==> src/hdl/tsc_pkg.sv <==
/*
 * constants and carrier types for the twin serial channels block.
 * assumes one 250 MHz system clock; the serial clock source is a pin sampled on it.
 */
package tsc_pkg;
    localparam int unsigned DATA_W = 8;
    localparam int unsigned NUM_CH = 2;
    localparam int unsigned OVS = 16;
    localparam int unsigned OVS_MID = 7;
    localparam int unsigned CNT_W = 4;
    localparam logic LINE_IDLE = 1'b1;
    localparam logic LINE_START = 1'b0;

    typedef enum logic [3:0] {
        TSC_IDLE = 4'h1,
        TSC_START = 4'h2,
        TSC_DATA = 4'h4,
        TSC_STOP = 4'h8
    } tsc_state_t;

    typedef struct packed {
        logic enable;
        logic loopback;
    } tsc_ctrl_t;

    typedef struct packed {
        logic valid;
        logic [DATA_W-1:0] data;
    } tsc_word_t;
endpackage

==> src/hdl/tsc_twin_serial_channels.sv <==
/*
 * two asynchronous serial channels with request/grant handshake.
 * assumes the serial clock source toggles at most every second system clock;
 * one bit lasts OVS serial clock periods.
 */
`timescale 1ns/1ps
module tsc_channel #(
    parameter int unsigned DATA_W = tsc_pkg::DATA_W
)
(
    // clock and reset
    input wire logic clk_sys,
    input wire logic nrst,
    // serial clock source edges (already synchronised)
    input wire logic sclk_rise,
    input wire logic sclk_fall,
    // control
    input wire tsc_pkg::tsc_ctrl_t ctrl,
    // transmit word stream
    input wire logic tx_valid,
    input wire logic [DATA_W-1:0] tx_data,
    output logic tx_ready,
    // received word
    output tsc_pkg::tsc_word_t rx_word,
    // pins (rx and grant already synchronised)
    input wire logic serial_in,
    input wire logic send_grant,
    output logic serial_out,
    output logic send_request
);
    localparam int unsigned BIT_W = $clog2(DATA_W);

    // the received word carrier is fixed at the package width
    if (DATA_W != tsc_pkg::DATA_W)
    begin : g_width_chk
        $error("tsc_channel: DATA_W must match the package word width");
    end

    // two-entry skid buffer in front of the transmitter
    logic [DATA_W-1:0] buf_ff [2];
    logic [DATA_W-1:0] nxt_buf [2];
    logic [1:0] cnt_ff, nxt_cnt;
    logic rdy_ff, nxt_rdy;
    logic pop;

    tsc_pkg::tsc_state_t tx_st_ff, nxt_tx_st;
    logic [DATA_W-1:0] tx_sh_ff, nxt_tx_sh;
    logic [BIT_W-1:0] tx_bit_ff, nxt_tx_bit;
    logic [tsc_pkg::CNT_W-1:0] tx_ov_ff, nxt_tx_ov;
    logic line_ff, nxt_line;
    logic out_ff, nxt_out;
    logic rts_ff, nxt_rts;

    tsc_pkg::tsc_state_t rx_st_ff, nxt_rx_st;
    logic [DATA_W-1:0] rx_sh_ff, nxt_rx_sh;
    logic [BIT_W-1:0] rx_bit_ff, nxt_rx_bit;
    logic [tsc_pkg::CNT_W-1:0] rx_ov_ff, nxt_rx_ov;
    tsc_pkg::tsc_word_t rxw_ff, nxt_rxw;
    logic rx_src;

    always_comb
    begin
        nxt_buf = buf_ff;
        nxt_cnt = cnt_ff;
        if (pop)
        begin
            nxt_buf[0] = buf_ff[1];
            nxt_cnt = cnt_ff - 2'h1;
        end
        if (tx_valid && tx_ready)
        begin
            nxt_buf[nxt_cnt[0]] = tx_data;
            nxt_cnt = nxt_cnt + 2'h1;
        end
        nxt_rdy = (nxt_cnt != 2'h2);
    end

    always_ff @(posedge clk_sys or negedge nrst)
    begin
        if (!nrst)
        begin
            buf_ff[0] <= '0;
            buf_ff[1] <= '0;
            cnt_ff <= 2'h0;
            rdy_ff <= 1'b1;
        end
        else
        begin
            buf_ff <= nxt_buf;
            cnt_ff <= nxt_cnt;
            rdy_ff <= nxt_rdy;
        end
    end

    // ready is a flop that mirrors the count, so the port comes straight from a register
    assign tx_ready = rdy_ff;

    // transmitter: all line changes happen on the falling edge of the serial clock
    always_comb
    begin
        nxt_tx_st = tx_st_ff;
        nxt_tx_sh = tx_sh_ff;
        nxt_tx_bit = tx_bit_ff;
        nxt_tx_ov = tx_ov_ff;
        nxt_line = line_ff;
        pop = 1'b0;
        nxt_rts = ctrl.enable && (cnt_ff != 2'h0);
        if (sclk_fall)
        begin
            nxt_tx_ov = tx_ov_ff + tsc_pkg::CNT_W'(1'b1);
            unique case (tx_st_ff)
                tsc_pkg::TSC_IDLE:
                begin
                    nxt_line = tsc_pkg::LINE_IDLE;
                    nxt_tx_ov = '0;
                    if (ctrl.enable && cnt_ff != 2'h0 && send_grant)
                    begin
                        nxt_tx_sh = buf_ff[0];
                        pop = 1'b1;
                        nxt_line = tsc_pkg::LINE_START;
                        nxt_tx_st = tsc_pkg::TSC_START;
                    end
                end
                tsc_pkg::TSC_START:
                begin
                    if (tx_ov_ff == tsc_pkg::CNT_W'(tsc_pkg::OVS - 1))
                    begin
                        nxt_line = tx_sh_ff[0];
                        nxt_tx_bit = '0;
                        nxt_tx_st = tsc_pkg::TSC_DATA;
                    end
                end
                tsc_pkg::TSC_DATA:
                begin
                    if (tx_ov_ff == tsc_pkg::CNT_W'(tsc_pkg::OVS - 1))
                    begin
                        nxt_tx_sh = tx_sh_ff >> 1;
                        if (tx_bit_ff == BIT_W'(DATA_W - 1))
                        begin
                            nxt_line = tsc_pkg::LINE_IDLE;
                            nxt_tx_st = tsc_pkg::TSC_STOP;
                        end
                        else
                        begin
                            nxt_line = tx_sh_ff[1];
                            nxt_tx_bit = tx_bit_ff + BIT_W'(1'b1);
                        end
                    end
                end
                tsc_pkg::TSC_STOP:
                begin
                    if (tx_ov_ff == tsc_pkg::CNT_W'(tsc_pkg::OVS - 1))
                        nxt_tx_st = tsc_pkg::TSC_IDLE;
                end
                default:
                    nxt_tx_st = tsc_pkg::TSC_IDLE;
            endcase
        end
        // pin is high when disabled or looping back; loopback keeps data inside
        nxt_out = (ctrl.enable && !ctrl.loopback) ? nxt_line : tsc_pkg::LINE_IDLE;
    end

    always_ff @(posedge clk_sys or negedge nrst)
    begin
        if (!nrst)
        begin
            tx_st_ff <= tsc_pkg::TSC_IDLE;
            tx_sh_ff <= '0;
            tx_bit_ff <= '0;
            tx_ov_ff <= '0;
            line_ff <= tsc_pkg::LINE_IDLE;
            out_ff <= tsc_pkg::LINE_IDLE;
            rts_ff <= 1'b0;
        end
        else
        begin
            tx_st_ff <= nxt_tx_st;
            tx_sh_ff <= nxt_tx_sh;
            tx_bit_ff <= nxt_tx_bit;
            tx_ov_ff <= nxt_tx_ov;
            line_ff <= nxt_line;
            out_ff <= nxt_out;
            rts_ff <= nxt_rts;
        end
    end

    assign serial_out = out_ff;
    assign send_request = rts_ff;

    // receiver: samples on rising edges, mid-bit after a start edge
    assign rx_src = ctrl.loopback ? line_ff : serial_in;

    always_comb
    begin
        nxt_rx_st = rx_st_ff;
        nxt_rx_sh = rx_sh_ff;
        nxt_rx_bit = rx_bit_ff;
        nxt_rx_ov = rx_ov_ff;
        nxt_rxw = '{valid: 1'b0, data: rxw_ff.data};
        if (sclk_rise && ctrl.enable)
        begin
            nxt_rx_ov = rx_ov_ff + tsc_pkg::CNT_W'(1'b1);
            unique case (rx_st_ff)
                tsc_pkg::TSC_IDLE:
                begin
                    nxt_rx_ov = '0;
                    if (rx_src == tsc_pkg::LINE_START)
                        nxt_rx_st = tsc_pkg::TSC_START;
                end
                tsc_pkg::TSC_START:
                begin
                    if (rx_ov_ff == tsc_pkg::CNT_W'(tsc_pkg::OVS_MID))
                    begin
                        nxt_rx_ov = '0;
                        nxt_rx_bit = '0;
                        // a glitch that is high at mid-bit is not a start bit
                        nxt_rx_st = (rx_src == tsc_pkg::LINE_START) ?
                            tsc_pkg::TSC_DATA : tsc_pkg::TSC_IDLE;
                    end
                end
                tsc_pkg::TSC_DATA:
                begin
                    if (rx_ov_ff == tsc_pkg::CNT_W'(tsc_pkg::OVS - 1))
                    begin
                        nxt_rx_sh[rx_bit_ff] = rx_src;
                        nxt_rx_bit = rx_bit_ff + BIT_W'(1'b1);
                        if (rx_bit_ff == BIT_W'(DATA_W - 1))
                            nxt_rx_st = tsc_pkg::TSC_STOP;
                    end
                end
                tsc_pkg::TSC_STOP:
                begin
                    if (rx_ov_ff == tsc_pkg::CNT_W'(tsc_pkg::OVS - 1))
                    begin
                        // framing error: word dropped when stop bit is low
                        nxt_rxw = '{valid: (rx_src == tsc_pkg::LINE_IDLE), data: rx_sh_ff};
                        nxt_rx_st = tsc_pkg::TSC_IDLE;
                    end
                end
                default:
                    nxt_rx_st = tsc_pkg::TSC_IDLE;
            endcase
        end
    end

    always_ff @(posedge clk_sys or negedge nrst)
    begin
        if (!nrst)
        begin
            rx_st_ff <= tsc_pkg::TSC_IDLE;
            rx_sh_ff <= '0;
            rx_bit_ff <= '0;
            rx_ov_ff <= '0;
            rxw_ff <= '0;
        end
        else
        begin
            rx_st_ff <= nxt_rx_st;
            rx_sh_ff <= nxt_rx_sh;
            rx_bit_ff <= nxt_rx_bit;
            rx_ov_ff <= nxt_rx_ov;
            rxw_ff <= nxt_rxw;
        end
    end

    assign rx_word = rxw_ff;
endmodule

module tsc_twin_serial_channels
(
    // clock and reset
    input wire logic clk_sys,
    input wire logic nrst,
    // serial clock source pin
    input wire logic serial_clk,
    // per-channel control
    input wire tsc_pkg::tsc_ctrl_t ctrl_ch0,
    input wire tsc_pkg::tsc_ctrl_t ctrl_ch1,
    // transmit streams
    input wire logic tx_valid_ch0,
    input wire logic [tsc_pkg::DATA_W-1:0] tx_data_ch0,
    output logic tx_ready_ch0,
    input wire logic tx_valid_ch1,
    input wire logic [tsc_pkg::DATA_W-1:0] tx_data_ch1,
    output logic tx_ready_ch1,
    // received words
    output tsc_pkg::tsc_word_t rx_word_ch0,
    output tsc_pkg::tsc_word_t rx_word_ch1,
    // channel 0 pins
    input wire logic serial_in_ch0,
    input wire logic send_grant_ch0,
    output logic serial_out_ch0,
    output logic send_request_ch0,
    // channel 1 pins
    input wire logic serial_in_ch1,
    input wire logic send_grant_ch1,
    output logic serial_out_ch1,
    output logic send_request_ch1
);
    // five pin inputs, each through two flops; bit 0 is the serial clock
    // grants reset low so no frame can start before a real grant has been seen
    localparam logic [4:0] PIN_RST =
        {1'b0, tsc_pkg::LINE_IDLE, 1'b0, tsc_pkg::LINE_IDLE, 1'b1};
    logic [4:0] meta_ff, sync_ff;
    logic last_ff;
    logic rise, fall;

    always_ff @(posedge clk_sys or negedge nrst)
    begin
        if (!nrst)
        begin
            meta_ff <= PIN_RST;
            sync_ff <= PIN_RST;
            last_ff <= 1'b1;
        end
        else
        begin
            meta_ff <= {send_grant_ch1, serial_in_ch1, send_grant_ch0, serial_in_ch0, serial_clk};
            sync_ff <= meta_ff;
            last_ff <= sync_ff[0];
        end
    end

    assign rise = sync_ff[0] && !last_ff;
    assign fall = !sync_ff[0] && last_ff;

    // two identical independent channels
    tsc_channel u_ch0 (
        .clk_sys(clk_sys), .nrst(nrst), .sclk_rise(rise), .sclk_fall(fall),
        .ctrl(ctrl_ch0), .tx_valid(tx_valid_ch0), .tx_data(tx_data_ch0),
        .tx_ready(tx_ready_ch0), .rx_word(rx_word_ch0), .serial_in(sync_ff[1]),
        .send_grant(sync_ff[2]), .serial_out(serial_out_ch0), .send_request(send_request_ch0)
    );

    tsc_channel u_ch1 (
        .clk_sys(clk_sys), .nrst(nrst), .sclk_rise(rise), .sclk_fall(fall),
        .ctrl(ctrl_ch1), .tx_valid(tx_valid_ch1), .tx_data(tx_data_ch1),
        .tx_ready(tx_ready_ch1), .rx_word(rx_word_ch1), .serial_in(sync_ff[3]),
        .send_grant(sync_ff[4]), .serial_out(serial_out_ch1), .send_request(send_request_ch1)
    );
endmodule

==> config.mk <==
export PLATFORM = sky130hd
export DESIGN_NAME = tsc_twin_serial_channels
export DESIGN_NICKNAME = d
export VERILOG_FILES = /design/src/hdl/tsc_pkg.sv /design/src/hdl/tsc_twin_serial_channels.sv
export SDC_FILE = /design/constraint.sdc
export NUM_CORES = 1
export LEC_CHECK = 0
export BUFFER_PORTS_ARGS = -buffer_cell sky130_fd_sc_hd__buf_2
export CORE_MARGIN = 5
export CORE_UTILIZATION = 55
export DETAILED_ROUTE_END_ITERATION = 16
export MAX_ROUTING_LAYER = met4
export PLACE_DENSITY = 0.82
export SLEW_MARGIN = 30
export SYNTH_ARGS = -nofsm -noshare
export SYNTH_HDL_FRONTEND = slang
export SYNTH_SLANG_ARGS = --single-unit
==> constraint.sdc <==
create_clock -name clk_sys -period 3.5 [get_ports clk_sys]
set_input_delay 0.525 -clock clk_sys [delete_from_list [all_inputs] [get_ports clk_sys]]
set_output_delay 0.525 -clock clk_sys [all_outputs]
set_load 0.01 [all_outputs]
==> reports/qor.yml, run 1 <==
cells_and_area:
  seq_area_um2: 3750
  fill_cells: 937
  fin_util_pct: 64.0
  mostFrequentLayoutCells: "dfrtp_1 (132), mux2_2 (91), nand2_1 (53), buf_2 (51), o21ai_0 (48)"
  nets: 700
  drive_gt1_share_pct: 31.4
  multiInputGateArea_um2: 3130
  syn_to_final_growth_pct: 14.3
  layout_commonest_cell: "dfrtp_1"
  antenna_cells: 0
setup_path:
  r2r_start: "u_ch0.tx_st_ff[0]"
  worstSetupEndpointType: "register"
  cp_max_fo: 13
  worstSetupStartpoint: "u_ch0.tx_st_ff[0]"
  required_ns: 3.80
  cp-start-kind: "register"
  crit_type: "register to register"
  critPathArrivalTime_ns: 3.07
placement:
  globalplace.congestion: 0.924
  hpwl_mm: 9.45
  port_buffers: 52
power_and_ir_drop:
  irDropWorstVdd_v: 0.000392
  p_per_area_nw_per_um2: 713
  leakage_nw: 3.77
sta:
  fin_worst_skew_ns: 0.00776
  finalSetupViolCount: 0
  rsz0062_at_grt: "no"
  setup_tns_ns: 0
  period_share_pct: 79.2
  finalHoldViolations: 0
  fin_crit_ns: 2.77
  maxSlewViolCount: 0
  clock.fmax_ghz: 0.361
  tightestPinTransition_ns: 0.785
  slew_headroom_pct: 46.9
die:
  num_rows: 41
  start_util_pct: 56.0
  die_area_um2: 15200
  die_x_um: 123
  core_region_area_um2: 12600
  io_pins: 53
  die_h_um: 123
global_routing:
  grt_util_met1_pct: 25.7
  grt_use_met2_pct: 32.4
  grt_busiest_layer: "met2"
  track_usage_pct: 20.4
  use_met3_pct: 4.71
  grt_overflow_total: 0
  grt_pass1_vias: 5102
  grt_max_degree: 89
  grt_pass1_wl_mm: 23.9
  antenna_found_initial: 0
route:
  drtPass1Iterations: 5
  drt-total-wl_mm: 13.5
  detail-route-antenna-nets: 0
  wl_per_cell_um: 16.1
  vias: 4835
  dr.first_iter.drc_count: 261
  post_drt_via_cell_ratio: 5.76
  drc: 0
cts:
  cts_resized: 0
  path_clk_slew_ns: 0.06
  numCtsBuffers: 17
  htreeDepth: 4
  insertion_delay_ns: 0.42
  cts_buffer_depth: 2
  holdBufCountCts: 0
  clock-sinks: 149
  cts_tree: "built"
  root_buffer: "clkbuf_16"
  post-cts-setup-buffers: 0
status:
  status: "finished, final reports clean"
logic_synthesis:
  ys_ff_latch: 149
  syn_area_um2: 7040
  synth_top_flop_cell: "dfrtp_1"
  synth-edff-count: 0
  synth_cells: 605
  yosys_warnings: 0
  ys_seq_area_share_pct: 53.3
  ys_types: 52
  synth_area_per_cell_um2: 11.6
  async_flop_share_pct: 100
  syn-num-nets: 650
flow_run:
  maxCapViolations: 0
min_path:
  worstHoldPathType: "input pin to asynchronous set/reset pin"
==> Yosys cell counts, drive strengths merged, types with 2 or more instances <==
master / instances / share of area (%)
xor2: 2 / 0.25
inv: 14 / 0.75
nor2b: 7 / 0.62
clkbuf: 20 / 1.1
a31oi: 2 / 0.18
o21ai: 48 / 3.4
o22ai: 3 / 0.27
a21o: 3 / 0.32
dfrtp: 132 / 47
a21oi: 17 / 1.2
o211ai: 2 / 0.21
nor4b: 10 / 1.2
xnor2: 3 / 0.48
mux2: 93 / 15
o211a: 2 / 0.28
and4: 2 / 0.25
nand2: 53 / 2.8
o2111ai: 2 / 0.25
mux2i: 15 / 2.1
buf: 9 / 0.62
nor2: 30 / 1.9
nor3: 12 / 1.2
nand2b: 7 / 0.62
a211oi: 3 / 0.32
ha: 16 / 2.8
and3: 3 / 0.27
or4b: 8 / 1.1
o41ai: 2 / 0.25
nand4b: 2 / 0.25
nand3: 19 / 1.4
o31ai: 10 / 1.1
a22o: 14 / 1.7
nor3b: 5 / 0.53
dfstp: 17 / 6.3
nand3b: 8 / 0.85
==> routing by layer <==
metal,part of all wire [%],vias up,routed length (um)
met3,4.5,27,613
li1,-,2299,-
met5,0,-,0
met4,1.9,0,259
met1,43,2397,5860
met2,50,112,6810
==> state kept, by name, indices dropped and copies added, names as in the netlist, 5 cells and up <==
name / count
u_ch0.buf_ff: 16
u_ch1.buf_ff: 16
u_ch0.rx_word: 9
u_ch1.rx_word: 9
u_ch0.rx_sh_ff: 8
u_ch0.tx_sh_ff: 8
u_ch1.rx_sh_ff: 8
u_ch1.tx_sh_ff: 8
meta_ff: 5
sync_ff: 5
==> layout make-up <==
type | count | area share (%)
sequential | 149 | 46.6
multi-input combinational | 413 | 38.8
clock buffer | 26 | 6.33
timing repair buffer | 60 | 4.06
tap | 172 | 2.67
clock inverter | 6 | 0.824
inverter | 14 | 0.653
==> path summary, 6_finish.rpt <==
check | endpoint | slack [ns] | depth (start not counted)
worst max-delay path | u_ch0.buf_ff[1] | 0.73 | 6
worst min-delay path | meta_ff[2] | 0.14 | 1
worst max register to register | u_ch0.buf_ff[1] | 0.73 | 6
worst min register to register | sync_ff[3] | 0.36 | 0
max in group asynchronous | u_ch1.tx_st_ff[0] | 2.45 | 2
min in group clk_sys | meta_ff[3] | 0.21 | 1
==> logic make-up (layout without fill, tap and decap cells) <==
logic type / after synthesis / count (layout) / share of synthesized area [%]
and+or+nand+nor: 170 / 170 / 13.5
DFF: 149 / 149 / 53.3
AOI/OAI and AO/OA: 114 / 114 / 10.3
muxes: 108 / 108 / 17.0
buffers and inverters: 43 / 106 / 2.43
adders and majority gates: 16 / 16 / 2.84
xor gates and xnor gates: 5 / 5 / 0.729
==> critical path, cell delays in order (launching register included) <==
cell and delay, ns:
dfstp_2 0.63, or4b_1 0.60, nor3_4 0.16, buf_4 0.23
xnor2_1 0.21, ha_1 0.43, mux2_2 0.39
==> stage by stage <==
step / std cells / hold slack [ns] / power, mW / instance area [um2] / setup WS [ns]
CTS: 840 / 0.188 / 5.77 / 8040 / 0.711
finish: 840 / 0.136 / 5.74 / 8050 / 0.727
global route: 840 / 0.185 / 6.10 / 8050 / 0.534
global placement: 808 / 0.335 / 3.87 / 7460 / 0.817
detailed placement: 808 / 0.349 / 4.00 / 7460 / 0.718
floorplan: 605 / 0.229 / 3.61 / 7040 / 0.912
==> where the power goes <==
group          leakage [nW]  internal, mW  switching (mW)
Sequential             1.90          2.21           0.361
Combinational          1.60         0.715           0.710
Clock                 0.273          1.07           0.667
(Power assumes the default switching activity.)
==> inputs of run 2 (changes only) <==
Settings changed: ABC_AREA from default to 1.
Clock period 3.5 ns to 2.8 ns, I/O delays scaled along.
==> reports/qor.yml, run 2 <==
route:
  dr.first_iter.drc_count: 430
  drc: 0
  wl_per_cell_um: 12.3
  post_drt_via_cell_ratio: 5.08
  detail-route-antenna-nets: 0
  vias: 5573
  drtPass1Iterations: 5
  drt-total-wl_mm: 13.5
cts:
  numCtsBuffers: 17
  cts_buffer_depth: 2
  cts_resized: 0
  root_buffer: "clkbuf_16"
  clock-sinks: 149
  cts_tree: "built"
  htreeDepth: 4
  path_clk_slew_ns: 0.06
  insertion_delay_ns: 0.44
setup_path:
  worst-path-buf-inv: 2
  crit_family: "simple AND/OR/NAND/NOR gates"
  rrSetupSlack_ns: 0.53
  path_cells: "inv_1 > ha_1 > inv_1 > nand2_1 > nor2_2 > nand3_4 > nand2_2 > nand2_1 > ha_1 > nand2_1 > o21ai_0"
  crit_top_cell: "nand2_1"
  cp-start-kind: "register"
  r2r_start: "u_ch0.cnt_ff[0]"
  critPathArrivalTime_ns: 2.56
  slowest_delay_ns: 0.38
  r2r_cells: 11
  required_ns: 3.09
  worst_path_max_delay_cell: "dfrtp_1"
  cp_max_fo: 18
  r2r_end: "u_ch0.buf_ff[0]"
  worstSetupEndpointType: "register"
  crit_type: "register to register"
sta:
  fin_crit_ns: 2.27
  tightestPinTransition_ns: 0.470
  setup_slack_ns: 0.534
  finalSetupViolCount: 0
  finalHoldViolations: 0
  setup_tns_ns: 0
  fin_worst_skew_ns: 0.0140
  rsz0062_at_grt: "no"
  clock.fmax_ghz: 0.441
  maxSlewViolCount: 0
  slew_headroom_pct: 68.7
  period_share_pct: 80.9
power_and_ir_drop:
  irDropWorstVdd_v: 0.000549
  fin_total_pwr_mw: 7.82
  p_per_area_nw_per_um2: 952
  leakage_nw: 4.37
cells_and_area:
  nets: 958
  mostFrequentLayoutCells: "nand2_1 (282), dfrtp_1 (132), inv_1 (104), o21ai_0 (78), nand3_1 (57)"
  antenna_cells: 0
  layout_commonest_cell: "nand2_1"
  design_area_um2: 8220
  drive_gt1_share_pct: 16.7
  syn_to_final_growth_pct: 15.7
  largestRegisters: "u_ch0.buf_ff x16, u_ch1.buf_ff x16"
  stdcell_count: 1098
global_routing:
  antenna_found_initial: 0
  grt_util_met1_pct: 25.2
  grt_use_met2_pct: 30.7
  grt_overflow_total: 0
  grt_pass1_vias: 5179
  use_met3_pct: 5.50
  grt_max_degree: 86
  grt_pass1_wl_mm: 23.2
  track_usage_pct: 19.9
  grt_busiest_layer: "met2"
die:
  core_region_area_um2: 12600
  die_area_um2: 15300
  num_rows: 41
  start_util_pct: 56.3
  die_h_um: 124
  die_x_um: 124
  io_pins: 53
status:
  status: "finished, final reports clean"
placement:
  port_buffers: 52
  hpwl_mm: 9.27
  place_ws_ns: 0.573
  placed_area_um2: 7560
  globalplace.congestion: 0.852
  placed_cells: 1065
logic_synthesis:
  syn_area_um2: 7100
  synth_common_cells: "nand2_1 (282), dfrtp_1 (132), inv_1 (104)"
  ys_seq_area_share_pct: 52.8
  yosys_warnings: 0
  synth_cells: 848
  yosysMostFrequentCell: "nand2_1"
  synth_top_area_cell: "dfrtp_1"
  synth_top_area_share_pct: 46.5
  synth_top_flop_cell: "dfrtp_1"
  ys_types: 33
  synth-edff-count: 0
  synth.area.top_cells: "dfrtp_1 (47%), nand2_1 (15%), dfstp_2 (6.3%)"
  async_flop_share_pct: 100
  syn-num-nets: 893
  synth_area_per_cell_um2: 8.37
  ys_ff_latch: 149
min_path:
  hold_path_end: "meta_ff[3]"
  min_from: "serial_in_ch1"
  whs_path_depth: 1
  worstHoldPathType: "input pin to register"
flow_run:
  maxCapViolations: 0
[run 2: cell type report]
class	count	area, um2
Fill cell	1058	4400
Sequential cell	149	3750
Multi-Input combinational cell	575	2850
Clock buffer	19	443
Inverter	111	424
Timing Repair Buffer	59	334
Tap cell	172	215
Clock inverter	13	203
[run 2: kinds of logic after synthesis]
kind of cell	count (synthesis)	synth area share [%]
adders and majority gates	16	2.82
buffers and inverters	124	7.07
AOI/OAI and AO/OA	112	8.14
muxes	17	2.68
and+or+nand+nor	426	26.0
DFF	149	52.8
xor gates and xnor gates	4	0.493
[run 2: worst max-delay path by stage]
stage,start,to,slack [ns],depth (start not counted)
2_1_floorplan,u_ch0.cnt_ff[0],u_ch0.buf_ff[6],0.80,10
3_3_place_gp,last_ff,u_ch1.buf_ff[6],0.69,8
3_5_place_dp,last_ff,u_ch1.buf_ff[2],0.57,8
4_1_cts,last_ff,u_ch1.buf_ff[5],0.54,8
5_1_grt,u_ch0.cnt_ff[0],u_ch0.buf_ff[0],0.32,11
6_report,u_ch0.cnt_ff[0],u_ch0.buf_ff[0],0.53,11
[run 2: report_power, final]
group | switching (mW) | leakage [nW] | total (mW) | internal, mW
Clock | 0.882 | 0.313 | 2.48 | 1.60
Sequential | 0.339 | 1.90 | 3.14 | 2.80
Combinational | 1.44 | 2.15 | 2.20 | 0.757
[run 2: per-stage QoR]
stage	util, %	hold slack (ns)
CTS	65.1	0.0718
detailed placement	59.9	0.338
finish	65.1	0.0866
global placement	59.9	0.333
global route	65.1	0.0619
floorplan	-	0.124
[run 2: routing by layer]
metal,vias to the layer above,part of all wire [%]
li1,2844,-
met1,2589,46
met2,115,48
met3,25,4.3
met4,0,1.8
met5,-,0
[run 2: what timing repair did]
action / 4_1_cts / 5_1_grt
hold endpoints to repair: 35 / 0
setup endpoints to repair: 0 / 0
hold buffers: 1 / 0
setup buffers: 0 / 0
